**src/core/psd_pkg.sv**
```systemverilog
package psd_pkg;
  // ---------------------------------------------------------------
  // word layout
  // ---------------------------------------------------------------
  localparam int PSD_WORD_W = 24;
  localparam int PSD_CMD_MSB = 23;
  localparam int PSD_CMD_LSB = 20;
  localparam int PSD_ADDR_MSB = 19;
  localparam int PSD_ADDR_LSB = 16;
  localparam int PSD_DATA_MSB = 15;
  localparam int PSD_WIPER_W = 10;
  localparam int PSD_STORE_W = 16;
  localparam int PSD_STORE_DEPTH = 16;
  localparam int PSD_CNT_W = 5;
  localparam logic [3:0] PSD_WIPER_ADDR = 4'h0;
  localparam logic [9:0] PSD_WIPER_MAX = 10'h3ff;
  localparam logic [9:0] PSD_WIPER_MIN = 10'h000;
  localparam logic [15:0] PSD_STORE_RST = 16'h0200;

  // ---------------------------------------------------------------
  // commands
  // ---------------------------------------------------------------
  localparam logic [3:0] PSD_CMD_NOP = 4'h0;
  localparam logic [3:0] PSD_CMD_RESTORE = 4'h1;
  localparam logic [3:0] PSD_CMD_SAVE = 4'h2;
  localparam logic [3:0] PSD_CMD_STORE_WR = 4'h3;
  localparam logic [3:0] PSD_CMD_SHR_A = 4'h4;
  localparam logic [3:0] PSD_CMD_SHR_B = 4'h5;
  localparam logic [3:0] PSD_CMD_DEC_A = 4'h6;
  localparam logic [3:0] PSD_CMD_DEC_B = 4'h7;
  localparam logic [3:0] PSD_CMD_RELOAD = 4'h8;
  localparam logic [3:0] PSD_CMD_RD_STORE = 4'h9;
  localparam logic [3:0] PSD_CMD_RD_WIPER = 4'ha;
  localparam logic [3:0] PSD_CMD_WR_WIPER = 4'hb;
  localparam logic [3:0] PSD_CMD_SHL_A = 4'hc;
  localparam logic [3:0] PSD_CMD_SHL_B = 4'hd;
  localparam logic [3:0] PSD_CMD_INC_A = 4'he;
  localparam logic [3:0] PSD_CMD_INC_B = 4'hf;

  typedef enum logic [2:0] {
    PSD_ST_BOOT = 3'b000,
    PSD_ST_BOOT_WAIT = 3'b001,
    PSD_ST_IDLE = 3'b010,
    PSD_ST_SHIFT = 3'b011,
    PSD_ST_EXEC = 3'b100,
    PSD_ST_FETCH = 3'b101
  } psd_state_e;
endpackage : psd_pkg

```
**src/core/psd_decoder.sv**
```systemverilog
`timescale 1ns/1ps
`default_nettype none
module psd_decoder
  import psd_pkg::*;
(
  // clock and reset
  input wire logic clk_i,
  input wire logic rst_i,
  // serial link, asynchronous pins
  input wire logic cs_n_i,
  input wire logic sclk_i,
  input wire logic sdi_i,
  input wire logic wp_n_i,
  // open-drain serial out
  output logic sdo_o,
  output logic sdo_oe_o,
  // status
  output logic [9:0] wiper_register_o,
  output logic read_prog_o
);
  typedef struct packed {
    psd_state_e st;
    logic [2:0] cs_sy;
    logic [2:0] ck_sy;
    logic [2:0] di_sy;
    logic [2:0] wp_sy;
    logic [3:0] lv;
    logic [23:0] sreg;
    logic [4:0] cnt;
    logic [9:0] wiper;
    logic rdprog;
    logic sdo;
    logic sdo_oe;
  } psd_state_s;

  psd_state_s q_ff, nxt_q;

  logic st_we;
  logic [3:0] st_waddr;
  logic [15:0] st_wdata;
  logic [3:0] st_raddr;
  logic [15:0] st_rdata;

  psd_store u_store (
    .clk_i(clk_i),
    .we_i(st_we),
    .waddr_i(st_waddr),
    .wdata_i(st_wdata),
    .raddr_i(st_raddr),
    .rdata_o(st_rdata)
  );

  // ---------------------------------------------------------------
  // helpers
  // ---------------------------------------------------------------
  function automatic logic [9:0] shl_sat(input logic [9:0] v);
    if (v == PSD_WIPER_MAX) begin
      shl_sat = PSD_WIPER_MAX;
    end else if (v[9]) begin
      shl_sat = PSD_WIPER_MAX;
    end else begin
      shl_sat = {v[8:0], 1'b0};
    end
  endfunction : shl_sat

  // pin stable once second and third stages agree
  function automatic logic agreed(input logic [2:0] s, input logic last);
    agreed = (s[1] == s[2]) ? s[1] : last;
  endfunction : agreed

  logic cs_n, sclk, sclk_d, sdi, wp_n;
  logic [3:0] cmd, addr;
  logic [15:0] dat;
  logic sclk_rise, sclk_fall;

  assign cmd = q_ff.sreg[PSD_CMD_MSB:PSD_CMD_LSB];
  assign addr = q_ff.sreg[PSD_ADDR_MSB:PSD_ADDR_LSB];
  assign dat = q_ff.sreg[PSD_DATA_MSB:0];

  // settled levels: wp, cs, sclk, sdi; a glitch keeps the old level
  assign cs_n = q_ff.lv[2];
  assign sclk_d = q_ff.lv[1];
  assign sclk = agreed(q_ff.ck_sy, q_ff.lv[1]);
  assign sdi = agreed(q_ff.di_sy, q_ff.lv[0]);
  assign wp_n = q_ff.lv[3];
  assign sclk_rise = sclk && !sclk_d;
  assign sclk_fall = !sclk && sclk_d;

  // ---------------------------------------------------------------
  // next state
  // ---------------------------------------------------------------
  always_comb begin
    nxt_q = q_ff;
    st_we = 1'b0;
    st_waddr = addr;
    st_wdata = dat;
    st_raddr = PSD_WIPER_ADDR;
    nxt_q.cs_sy = {q_ff.cs_sy[1:0], cs_n_i};
    nxt_q.ck_sy = {q_ff.ck_sy[1:0], sclk_i};
    nxt_q.di_sy = {q_ff.di_sy[1:0], sdi_i};
    nxt_q.wp_sy = {q_ff.wp_sy[1:0], wp_n_i};
    nxt_q.lv = {agreed(q_ff.wp_sy, q_ff.lv[3]),
      agreed(q_ff.cs_sy, q_ff.lv[2]), sclk, sdi};
    case (q_ff.st)
      PSD_ST_BOOT: begin
        nxt_q.st = PSD_ST_BOOT_WAIT;
      end
      PSD_ST_BOOT_WAIT: begin
        nxt_q.wiper = st_rdata[PSD_WIPER_W-1:0];
        nxt_q.st = PSD_ST_IDLE;
      end
      PSD_ST_IDLE: begin
        nxt_q.sdo_oe = 1'b0;
        // old msb must stand before the first falling edge
        nxt_q.sdo = q_ff.sreg[PSD_WORD_W-1];
        if (!cs_n) begin
          nxt_q.st = PSD_ST_SHIFT;
          nxt_q.cnt = '0;
        end
      end
      PSD_ST_SHIFT: begin
        if (cs_n) begin
          nxt_q.sdo_oe = 1'b0;
          // short frames are dropped, only whole words act
          nxt_q.st = (q_ff.cnt >= PSD_CNT_W'(PSD_WORD_W)) ?
            PSD_ST_EXEC : PSD_ST_IDLE;
        end else begin
          nxt_q.sdo_oe = 1'b1;
          if (sclk_rise) begin
            nxt_q.sreg = {q_ff.sreg[22:0], sdi};
            if (q_ff.cnt < PSD_CNT_W'(PSD_WORD_W)) begin
              nxt_q.cnt = q_ff.cnt + 5'h01;
            end
          end
          if (sclk_fall) begin
            nxt_q.sdo = q_ff.sreg[PSD_WORD_W-1];
          end
        end
      end
      PSD_ST_EXEC: begin
        nxt_q.st = PSD_ST_IDLE;
        nxt_q.rdprog = 1'b0;
        case (cmd)
          PSD_CMD_NOP: begin
          end
          PSD_CMD_RESTORE, PSD_CMD_RELOAD: begin
            // restores are allowed even under write protect
            st_raddr = PSD_WIPER_ADDR;
            nxt_q.st = PSD_ST_FETCH;
            nxt_q.rdprog = (cmd == PSD_CMD_RESTORE);
          end
          PSD_CMD_SAVE: begin
            st_we = wp_n;
            st_waddr = PSD_WIPER_ADDR;
            st_wdata = {6'h00, q_ff.wiper};
          end
          PSD_CMD_STORE_WR: begin
            st_we = wp_n;
          end
          PSD_CMD_SHR_A, PSD_CMD_SHR_B: begin
            if (wp_n) nxt_q.wiper = {1'b0, q_ff.wiper[9:1]};
          end
          PSD_CMD_DEC_A, PSD_CMD_DEC_B: begin
            if (wp_n && q_ff.wiper != PSD_WIPER_MIN) begin
              nxt_q.wiper = q_ff.wiper - 10'h001;
            end
          end
          PSD_CMD_RD_STORE: begin
            st_raddr = addr;
            nxt_q.st = PSD_ST_FETCH;
          end
          PSD_CMD_RD_WIPER: begin
            nxt_q.sreg = {q_ff.sreg[23:16], 6'h00, q_ff.wiper};
          end
          PSD_CMD_WR_WIPER: begin
            if (wp_n) nxt_q.wiper = dat[PSD_WIPER_W-1:0];
          end
          PSD_CMD_SHL_A, PSD_CMD_SHL_B: begin
            if (wp_n) nxt_q.wiper = shl_sat(q_ff.wiper);
          end
          default: begin
            if (wp_n && q_ff.wiper != PSD_WIPER_MAX) begin
              nxt_q.wiper = q_ff.wiper + 10'h001;
            end
          end
        endcase
      end
      PSD_ST_FETCH: begin
        st_raddr = (cmd == PSD_CMD_RD_STORE) ? addr : PSD_WIPER_ADDR;
        nxt_q.st = PSD_ST_IDLE;
        if (cmd == PSD_CMD_RD_STORE) begin
          nxt_q.sreg = {q_ff.sreg[23:16], st_rdata};
        end else begin
          nxt_q.wiper = st_rdata[PSD_WIPER_W-1:0];
        end
      end
      default: begin
        nxt_q.st = PSD_ST_IDLE;
      end
    endcase
  end

  always_ff @(posedge clk_i) begin
    if (rst_i) begin
      q_ff.st <= PSD_ST_BOOT;
      q_ff.cs_sy <= 3'b111;
      q_ff.ck_sy <= 3'b000;
      q_ff.di_sy <= 3'b000;
      q_ff.wp_sy <= 3'b111;
      // wp and sdi start high, cs and sclk low, so no false sclk edge follows reset
      q_ff.lv <= 4'h9;
      q_ff.sreg <= '0;
      q_ff.cnt <= '0;
      q_ff.wiper <= '0;
      q_ff.rdprog <= 1'b0;
      q_ff.sdo <= 1'b0;
      q_ff.sdo_oe <= 1'b0;
    end else begin
      q_ff <= nxt_q;
    end
  end

  // ---------------------------------------------------------------
  // outputs
  // ---------------------------------------------------------------
  assign sdo_o = q_ff.sdo;
  assign sdo_oe_o = q_ff.sdo_oe;
  assign wiper_register_o = q_ff.wiper;
  assign read_prog_o = q_ff.rdprog;

  // ---------------------------------------------------------------
  // checks
  // ---------------------------------------------------------------
  property p_oe_off;
    @(posedge clk_i) disable iff (rst_i)
      cs_n |=> !sdo_oe_o;
  endproperty
  a_oe_off: assert property (p_oe_off) else $error("oe, cs high");

  property p_exec_cs;
    @(posedge clk_i) disable iff (rst_i)
      (q_ff.st == PSD_ST_EXEC) |->
        $past(cs_n) && q_ff.cnt == PSD_CNT_W'(PSD_WORD_W);
  endproperty
  a_exec_cs: assert property (p_exec_cs) else $error("exec early");

  property p_inc;
    @(posedge clk_i) disable iff (rst_i)
      (q_ff.st == PSD_ST_EXEC && cmd[3:1] == 3'b111 && wp_n)
      |=> wiper_register_o == (($past(q_ff.wiper) == PSD_WIPER_MAX) ?
        PSD_WIPER_MAX : $past(q_ff.wiper) + 10'h001);
  endproperty
  a_inc: assert property (p_inc) else $error("increment wrong");

  property p_dec;
    @(posedge clk_i) disable iff (rst_i)
      (q_ff.st == PSD_ST_EXEC && cmd[3:1] == 3'b011 && wp_n)
      |=> wiper_register_o == (($past(q_ff.wiper) == PSD_WIPER_MIN) ?
        PSD_WIPER_MIN : $past(q_ff.wiper) - 10'h001);
  endproperty
  a_dec: assert property (p_dec) else $error("decrement wrong");

  property p_shr;
    @(posedge clk_i) disable iff (rst_i)
      (q_ff.st == PSD_ST_EXEC && cmd[3:1] == 3'b010 && wp_n)
      |=> wiper_register_o == {1'b0, $past(q_ff.wiper[9:1])};
  endproperty
  a_shr: assert property (p_shr) else $error("right shift wrong");

  property p_wr;
    @(posedge clk_i) disable iff (rst_i)
      (q_ff.st == PSD_ST_EXEC && cmd == PSD_CMD_WR_WIPER && wp_n)
      |=> wiper_register_o == $past(dat[9:0]);
  endproperty
  a_wr: assert property (p_wr) else $error("wiper write wrong");

  property p_wp;
    @(posedge clk_i) disable iff (rst_i)
      (q_ff.st == PSD_ST_EXEC && !wp_n && cmd != PSD_CMD_RESTORE &&
       cmd != PSD_CMD_RELOAD) |-> !st_we ##1 $stable(wiper_register_o);
  endproperty
  a_wp: assert property (p_wp) else $error("protect broken");

  property p_rdprog;
    @(posedge clk_i) disable iff (rst_i)
      (q_ff.st == PSD_ST_EXEC && cmd == PSD_CMD_RESTORE) |=> read_prog_o;
  endproperty
  a_rdprog: assert property (p_rdprog) else $error("no rd state");

  property p_shift;
    @(posedge clk_i) disable iff (rst_i)
      (q_ff.st == PSD_ST_SHIFT && !cs_n && sclk_rise)
      |=> q_ff.sreg[0] == $past(sdi);
  endproperty
  a_shift: assert property (p_shift) else $error("shift-in lost");

  c_exec: cover property (@(posedge clk_i) q_ff.st == PSD_ST_EXEC);
  c_fetch: cover property (@(posedge clk_i) q_ff.st == PSD_ST_FETCH);
  c_max: cover property (@(posedge clk_i) wiper_register_o == PSD_WIPER_MAX);
endmodule : psd_decoder
`default_nettype wire

```
**src/core/psd_store.sv**
```systemverilog
`timescale 1ns/1ps
`default_nettype none
module psd_store
  import psd_pkg::*;
(
  // clock
  input wire logic clk_i,
  // write port
  input wire logic we_i,
  input wire logic [3:0] waddr_i,
  input wire logic [15:0] wdata_i,
  // read port
  input wire logic [3:0] raddr_i,
  output logic [15:0] rdata_o
);
  // nonvolatile cells have no reset; every word starts at midscale
  // written by the clocked process only, so the start value sits here
  logic [15:0] mem [PSD_STORE_DEPTH] = '{default: PSD_STORE_RST};
  logic [15:0] rdata_ff;

  always_ff @(posedge clk_i) begin
    if (we_i) begin
      mem[waddr_i] <= wdata_i;
    end
    rdata_ff <= mem[raddr_i];
  end

  assign rdata_o = rdata_ff;
endmodule : psd_store
`default_nettype wire

```
**config.mk**
```make
export PLATFORM = sky130hd
export DESIGN_NAME = psd_decoder
export DESIGN_NICKNAME = d
export VERILOG_FILES = /design/src/core/psd_pkg.sv /design/src/core/psd_decoder.sv /design/src/core/psd_store.sv
export SDC_FILE = /design/constraint.sdc
export NUM_CORES = 1
export LEC_CHECK = 0
export BUFFER_PORTS_ARGS = -buffer_cell sky130_fd_sc_hd__clkbuf_2
export CAP_MARGIN = 20
export CORE_ASPECT_RATIO = 0.7
export CORE_MARGIN = 3
export CORE_UTILIZATION = 56
export CTS_CLUSTER_DIAMETER = 150
export DETAILED_ROUTE_END_ITERATION = 12
export GPL_TIMING_DRIVEN = 0
export PLACE_DENSITY = 0.69
export SLEW_MARGIN = 20
export SYNTH_ARGS = -nofsm -noshare
export SYNTH_HDL_FRONTEND = slang
export SYNTH_HIERARCHICAL = 1
export SYNTH_SLANG_ARGS = --single-unit
```
**constraint.sdc**
```tcl
create_clock -name clk_i -period 4.4 [get_ports clk_i]
set_input_delay 0.88 -clock clk_i [delete_from_list [all_inputs] [get_ports clk_i]]
set_output_delay 0.88 -clock clk_i [all_outputs]
set_load 0.01 [all_outputs]
```
==> results.env <==
RUN_STATUS='complete, no violations'
RR_STARTPOINT='q_ff[59]$_SDFFE_PP0P_'
PLACE_WORST_SETUP_SLACK_PS=835
FLOORPLAN.ROWS=47
AREA.SEQUENTIAL_UM2=9230
POSTCTSRESIZEDCELLS=0
SYNTH_COMPOUND_GATE_AREA_SHARE=0.0705
PLACE_AREA_UM2=14600
SYNTH.AREA.TOP_CELLS='sky130_fd_sc_hd__edfxtp_1 (56%), sky130_fd_sc_hd__dfxtp_1 (11%), sky130_fd_sc_hd__mux4_2 (8.8%)'
ANTENNA_FOUND_INITIAL=0
ROUTED_VIA_DENSITY=6.33
ROUTE.DETAILED.WL_PER_INST_UM=24.5
HOLDWS_PS=418
YS_DOMINANT_REG_CELL='sky130_fd_sc_hd__edfxtp_1'
POST-ROUTE-DRC-COUNT=0
ANT_NETS=0
HP-CLASS='reg -> reg'
CRITICAL_PATH.MAX_FANOUT=10
LARGEST_FAMILY_OF_LOGIC_CELLS_BY_SYNTHESIZED_AREA='multiplexers'
FP.DIEAREA_UM2=26600
SYNTHMOSTINSTANTIATEDCELL='sky130_fd_sc_hd__edfxtp_1'
PERIOD_SHARE=0.849
N_ANTENNA_CELL=0
CTS-BUFFERS-INSERTED=29
SHARE_OF_FLIP_FLOPS_WITH_AN_ASYNCHRONOUS_SET_OR_RESET_AFTER_SYNTHESIS=0
HOLD_START='nxt_q[56]$_SDFF_PP1_'
GLOBAL_ROUTE.USAGE.TOTAL=0.243
GP_CONGESTION=0.934
YOSYS.CELL_TYPES.COUNT=66
PLACE_INST=1254
WORST-SETUP-PATH-TYPE='reg -> reg'
LAYOUT_MIN_CYCLE_TIME_PS=3740
YOSYSTOPAREACELLSHARE=0.558
CRITICAL_PATH.STARTPOINT_TYPE='flop'
CTS_TREE='yes'
STDCELL_AREA_UM2=15500
GLOBAL_ROUTE_WIRE_LENGTH_BEFORE_REPAIR_UM=48600
GRT_PASS1_VIAS=7764
DR.PASS1.ITERS=5
WORST_VDD_DROP_mV=0.401
SETUP.WORST_PATH.END_CLASS='flop'
ROUTED-VIA-COUNT=8279
UNREPAIRED_SETUP_ENDPOINTS_AFTER_GLOBAL_ROUTING='no'
MAX_SLEW_MARGIN=0.366
POST_SYNTH_FA_HA_MAJ_AREA_FRACTION=0.0113
SYNTH_AREA_LEADER_CELL='sky130_fd_sc_hd__edfxtp_1'
POST-LAYOUT-TOTAL-POWER_mW=6.26
FINAL-MAX-SLEW-VIOLATION-COUNT=0
CRITICAL_PATH.STARTPOINT='q_ff[59]$_SDFFE_PP0P_'
YS_SEQ_AREA_FRAC=0.670
SYNTHXORXNORAREAFRAC=0.00636
DESIGN.FINAL.NETS=984
CLOCK-SKEW-FINAL_PS=12.9
MIN_PATH_CELLS=1
SYNTH_NETS=915
WORSTPATHREQUIRED_PS=4660
LOGIC_GATE_SHARE_OF_TOTAL_POWER=0.035
H-TREE-DEPTH=1
POWER_PER_CELL_AREA_nW_PER_UM2=403
FINALNONFILLERCELLS=1308
FP.COREAREA_UM2=23900
MAX_ROOT_SINK_BUFFERS=3
DIE_X_UM=193
CRIT_ARRIVAL_PS=3990
SWSHARE=0.202
LEAKAGEPOWER_nW=5.18
SETUP_VIOL_COUNT_FINAL=0
WL_UM=32000
FMAX_GHz=0.268
DIE-HEIGHT_UM=137
FIN_WS_PS=665
P_SWITCHING_mW=1.26
CLKTRANSATPATHREGS_PS=70
MULTIINPUTGATEAREA_UM2=4220
REG2REG_DEPTH=9
SHARE_OF_SYNTHESIZED_CELL_AREA_IN_AND_OR_NAND_AND_NOR_GATES=0.0844
SYNTH_EDF_COUNT=256
CLOCKROOTBUFFER='sky130_fd_sc_hd__clkbuf_16'
CTS-HOLD-FIX-BUFFERS=0
POST_SYNTH_INSTANCE_AREA_UM2=13800
GRT_START_MAX_NET_PINS=17
PLACE.PORT_BUFFERS=17
SYNTH-WARNING-COUNT=6
AREA.GROWTH.SYNTH_TO_FINAL_PCT=12.8
CLKSINKCOUNT=333
CLOCKPOWERSHARE=0.417
DP_HPWL_UM=22100
DRV.MAX_CAP_VIOLATION_COUNT=0
RATIO_OF_CELLS_WITH_DRIVE_ABOVE_1_IN_THE_FINAL_LAYOUT=0.210
DRT_ITER0_DRC=820
SYNTH.CELLS.MOST_FREQUENT='sky130_fd_sc_hd__edfxtp_1 (256), sky130_fd_sc_hd__dfxtp_1 (77), sky130_fd_sc_hd__nor2_1 (68)'
INITIAL_UTILIZATION=0.576
FILLCELLCOUNT=1671
HOLD_VIOL=0
POST_CTS_BUFFERS=0
CLK_LATENCY_PS=560
YS_FF_LATCH=333
SEQ_POWER_SHARE=0.548
CELLINTERNALPOWER_mW=5.00
YOSYS-MUX-AREA-FRACTION=0.130
GRT_OVERFLOW_TOTAL=0
WORST-SLEW-PIN-TRANSITION_PS=943
SYN_AVG_CELL_AREA_UM2=15.3
FLOORPLAN.IO_PINS=19
SYN_INST=898
## final cells by class
type | count | share of cell area
clock buffer | 41 | 0.0522
clock inverter | 13 | 0.0110
multi-input combinational | 494 | 0.271
sequential | 333 | 0.594
tap | 318 | 0.0256
inverter | 7 | 0.00169
timing repair buffer | 38 | 0.0212
buffer | 64 | 0.0231
## cell families (layout without fill, tap and decap cells)
kind of cell	after synthesis	in the layout
DFF	333	333
and+or+nand+nor	236	236
AOI/OAI and AO/OA	142	142
muxes	94	94
buffers and inverters	71	163
adders and majority gates	12	12
xor gates and xnor gates	10	10
## sequential cells by signal, summed over array words and instances, names as in the netlist
| register | count |
|---|---|
| sdo_o | 1 |
| nxt_q | 8 |
| read_prog_o | 1 |
| q_ff | 15 |
| addr | 4 |
| cs_n | 1 |
| sdo_oe_o | 1 |
| u_store/mem | 256 |
| cmd | 4 |
| dat | 16 |
| u_store/rdata_o | 16 |
| wiper_register_o | 10 |
## layout by cell type, fill, tap and decap left out, types with 10 or more instances in the layout
| master | Yosys | final |
|---|---|---|
| sky130_fd_sc_hd__a22oi_1 | 32 | 32 |
| sky130_fd_sc_hd__o21ai_0 | 21 | 19 |
| sky130_fd_sc_hd__a21oi_1 | 43 | 43 |
| sky130_fd_sc_hd__buf_4 | 18 | 26 |
| sky130_fd_sc_hd__clkbuf_16 | 0 | 30 |
| sky130_fd_sc_hd__buf_8 | 0 | 10 |
| sky130_fd_sc_hd__dfxtp_1 | 77 | 77 |
| sky130_fd_sc_hd__and2_1 | 18 | 18 |
| sky130_fd_sc_hd__nor2b_1 | 16 | 16 |
| sky130_fd_sc_hd__mux2i_1 | 22 | 22 |
| sky130_fd_sc_hd__ha_1 | 10 | 10 |
| sky130_fd_sc_hd__nand2_1 | 65 | 65 |
| sky130_fd_sc_hd__mux4_2 | 54 | 54 |
| sky130_fd_sc_hd__clkbuf_1 | 28 | 37 |
| sky130_fd_sc_hd__nand3_1 | 19 | 19 |
| sky130_fd_sc_hd__clkbuf_2 | 0 | 17 |
| sky130_fd_sc_hd__edfxtp_1 | 256 | 256 |
| sky130_fd_sc_hd__nor2_2 | 1 | 12 |
| sky130_fd_sc_hd__nor2_1 | 68 | 56 |
| sky130_fd_sc_hd__mux4_1 | 10 | 10 |
## worst max-delay path, stage by stage (launching register included)
cell and delay, ps:
sky130_fd_sc_hd__dfxtp_1 380, sky130_fd_sc_hd__nand2b_1 170, sky130_fd_sc_hd__clkbuf_1 240, sky130_fd_sc_hd__nor2_2 350, sky130_fd_sc_hd__nand3_1 300, sky130_fd_sc_hd__clkbuf_1 380, sky130_fd_sc_hd__and2_1 300, sky130_fd_sc_hd__or3b_2 540
sky130_fd_sc_hd__nor2_2 530, sky130_fd_sc_hd__buf_8 240
## power by group through the flow
stage | combinational (mW) | sequential (mW) | clock (mW)
after global placement | 0.205 | 3.50 | 0
after global routing | 0.238 | 3.43 | 2.79
after CTS | 0.214 | 3.43 | 2.66
after floorplan | 0.147 | 3.49 | 0
after detailed placement | 0.213 | 3.50 | 0
final | 0.219 | 3.43 | 2.61
## routing by layer
metal,track usage,vias to the layer above,part of all wire
met5,0.0185,-,0.0023
met2,0.340,437,0.42
met3,0.0645,46,0.11
li1,-,3628,-
met4,0.0510,2,0.018
met1,0.387,4166,0.45
## metrics by stage
| step | TNS, ps | util |
|---|---|---|
| 2_1_floorplan | 0 | - |
| 3_3_place_gp | -34290 | 0.596 |
| 3_5_place_dp | 0 | 0.608 |
| 4_1_cts | 0 | 0.649 |
| 5_1_grt | 0 | 0.649 |
| 6_report | 0 | 0.649 |
## final timing paths
| kind | endpoint | slack [ps] |
|---|---|---|
| setup / recovery | u_store/mem[3][11]$_DFFE_PP_ | 660 |
| hold / removal | nxt_q[57]$_SDFF_PP1_ | 420 |
| setup reg to reg | u_store/mem[3][11]$_DFFE_PP_ | 660 |
| hold reg to reg | nxt_q[57]$_SDFF_PP1_ | 420 |
No activity file was read; power rests on OpenSTA's default activity.
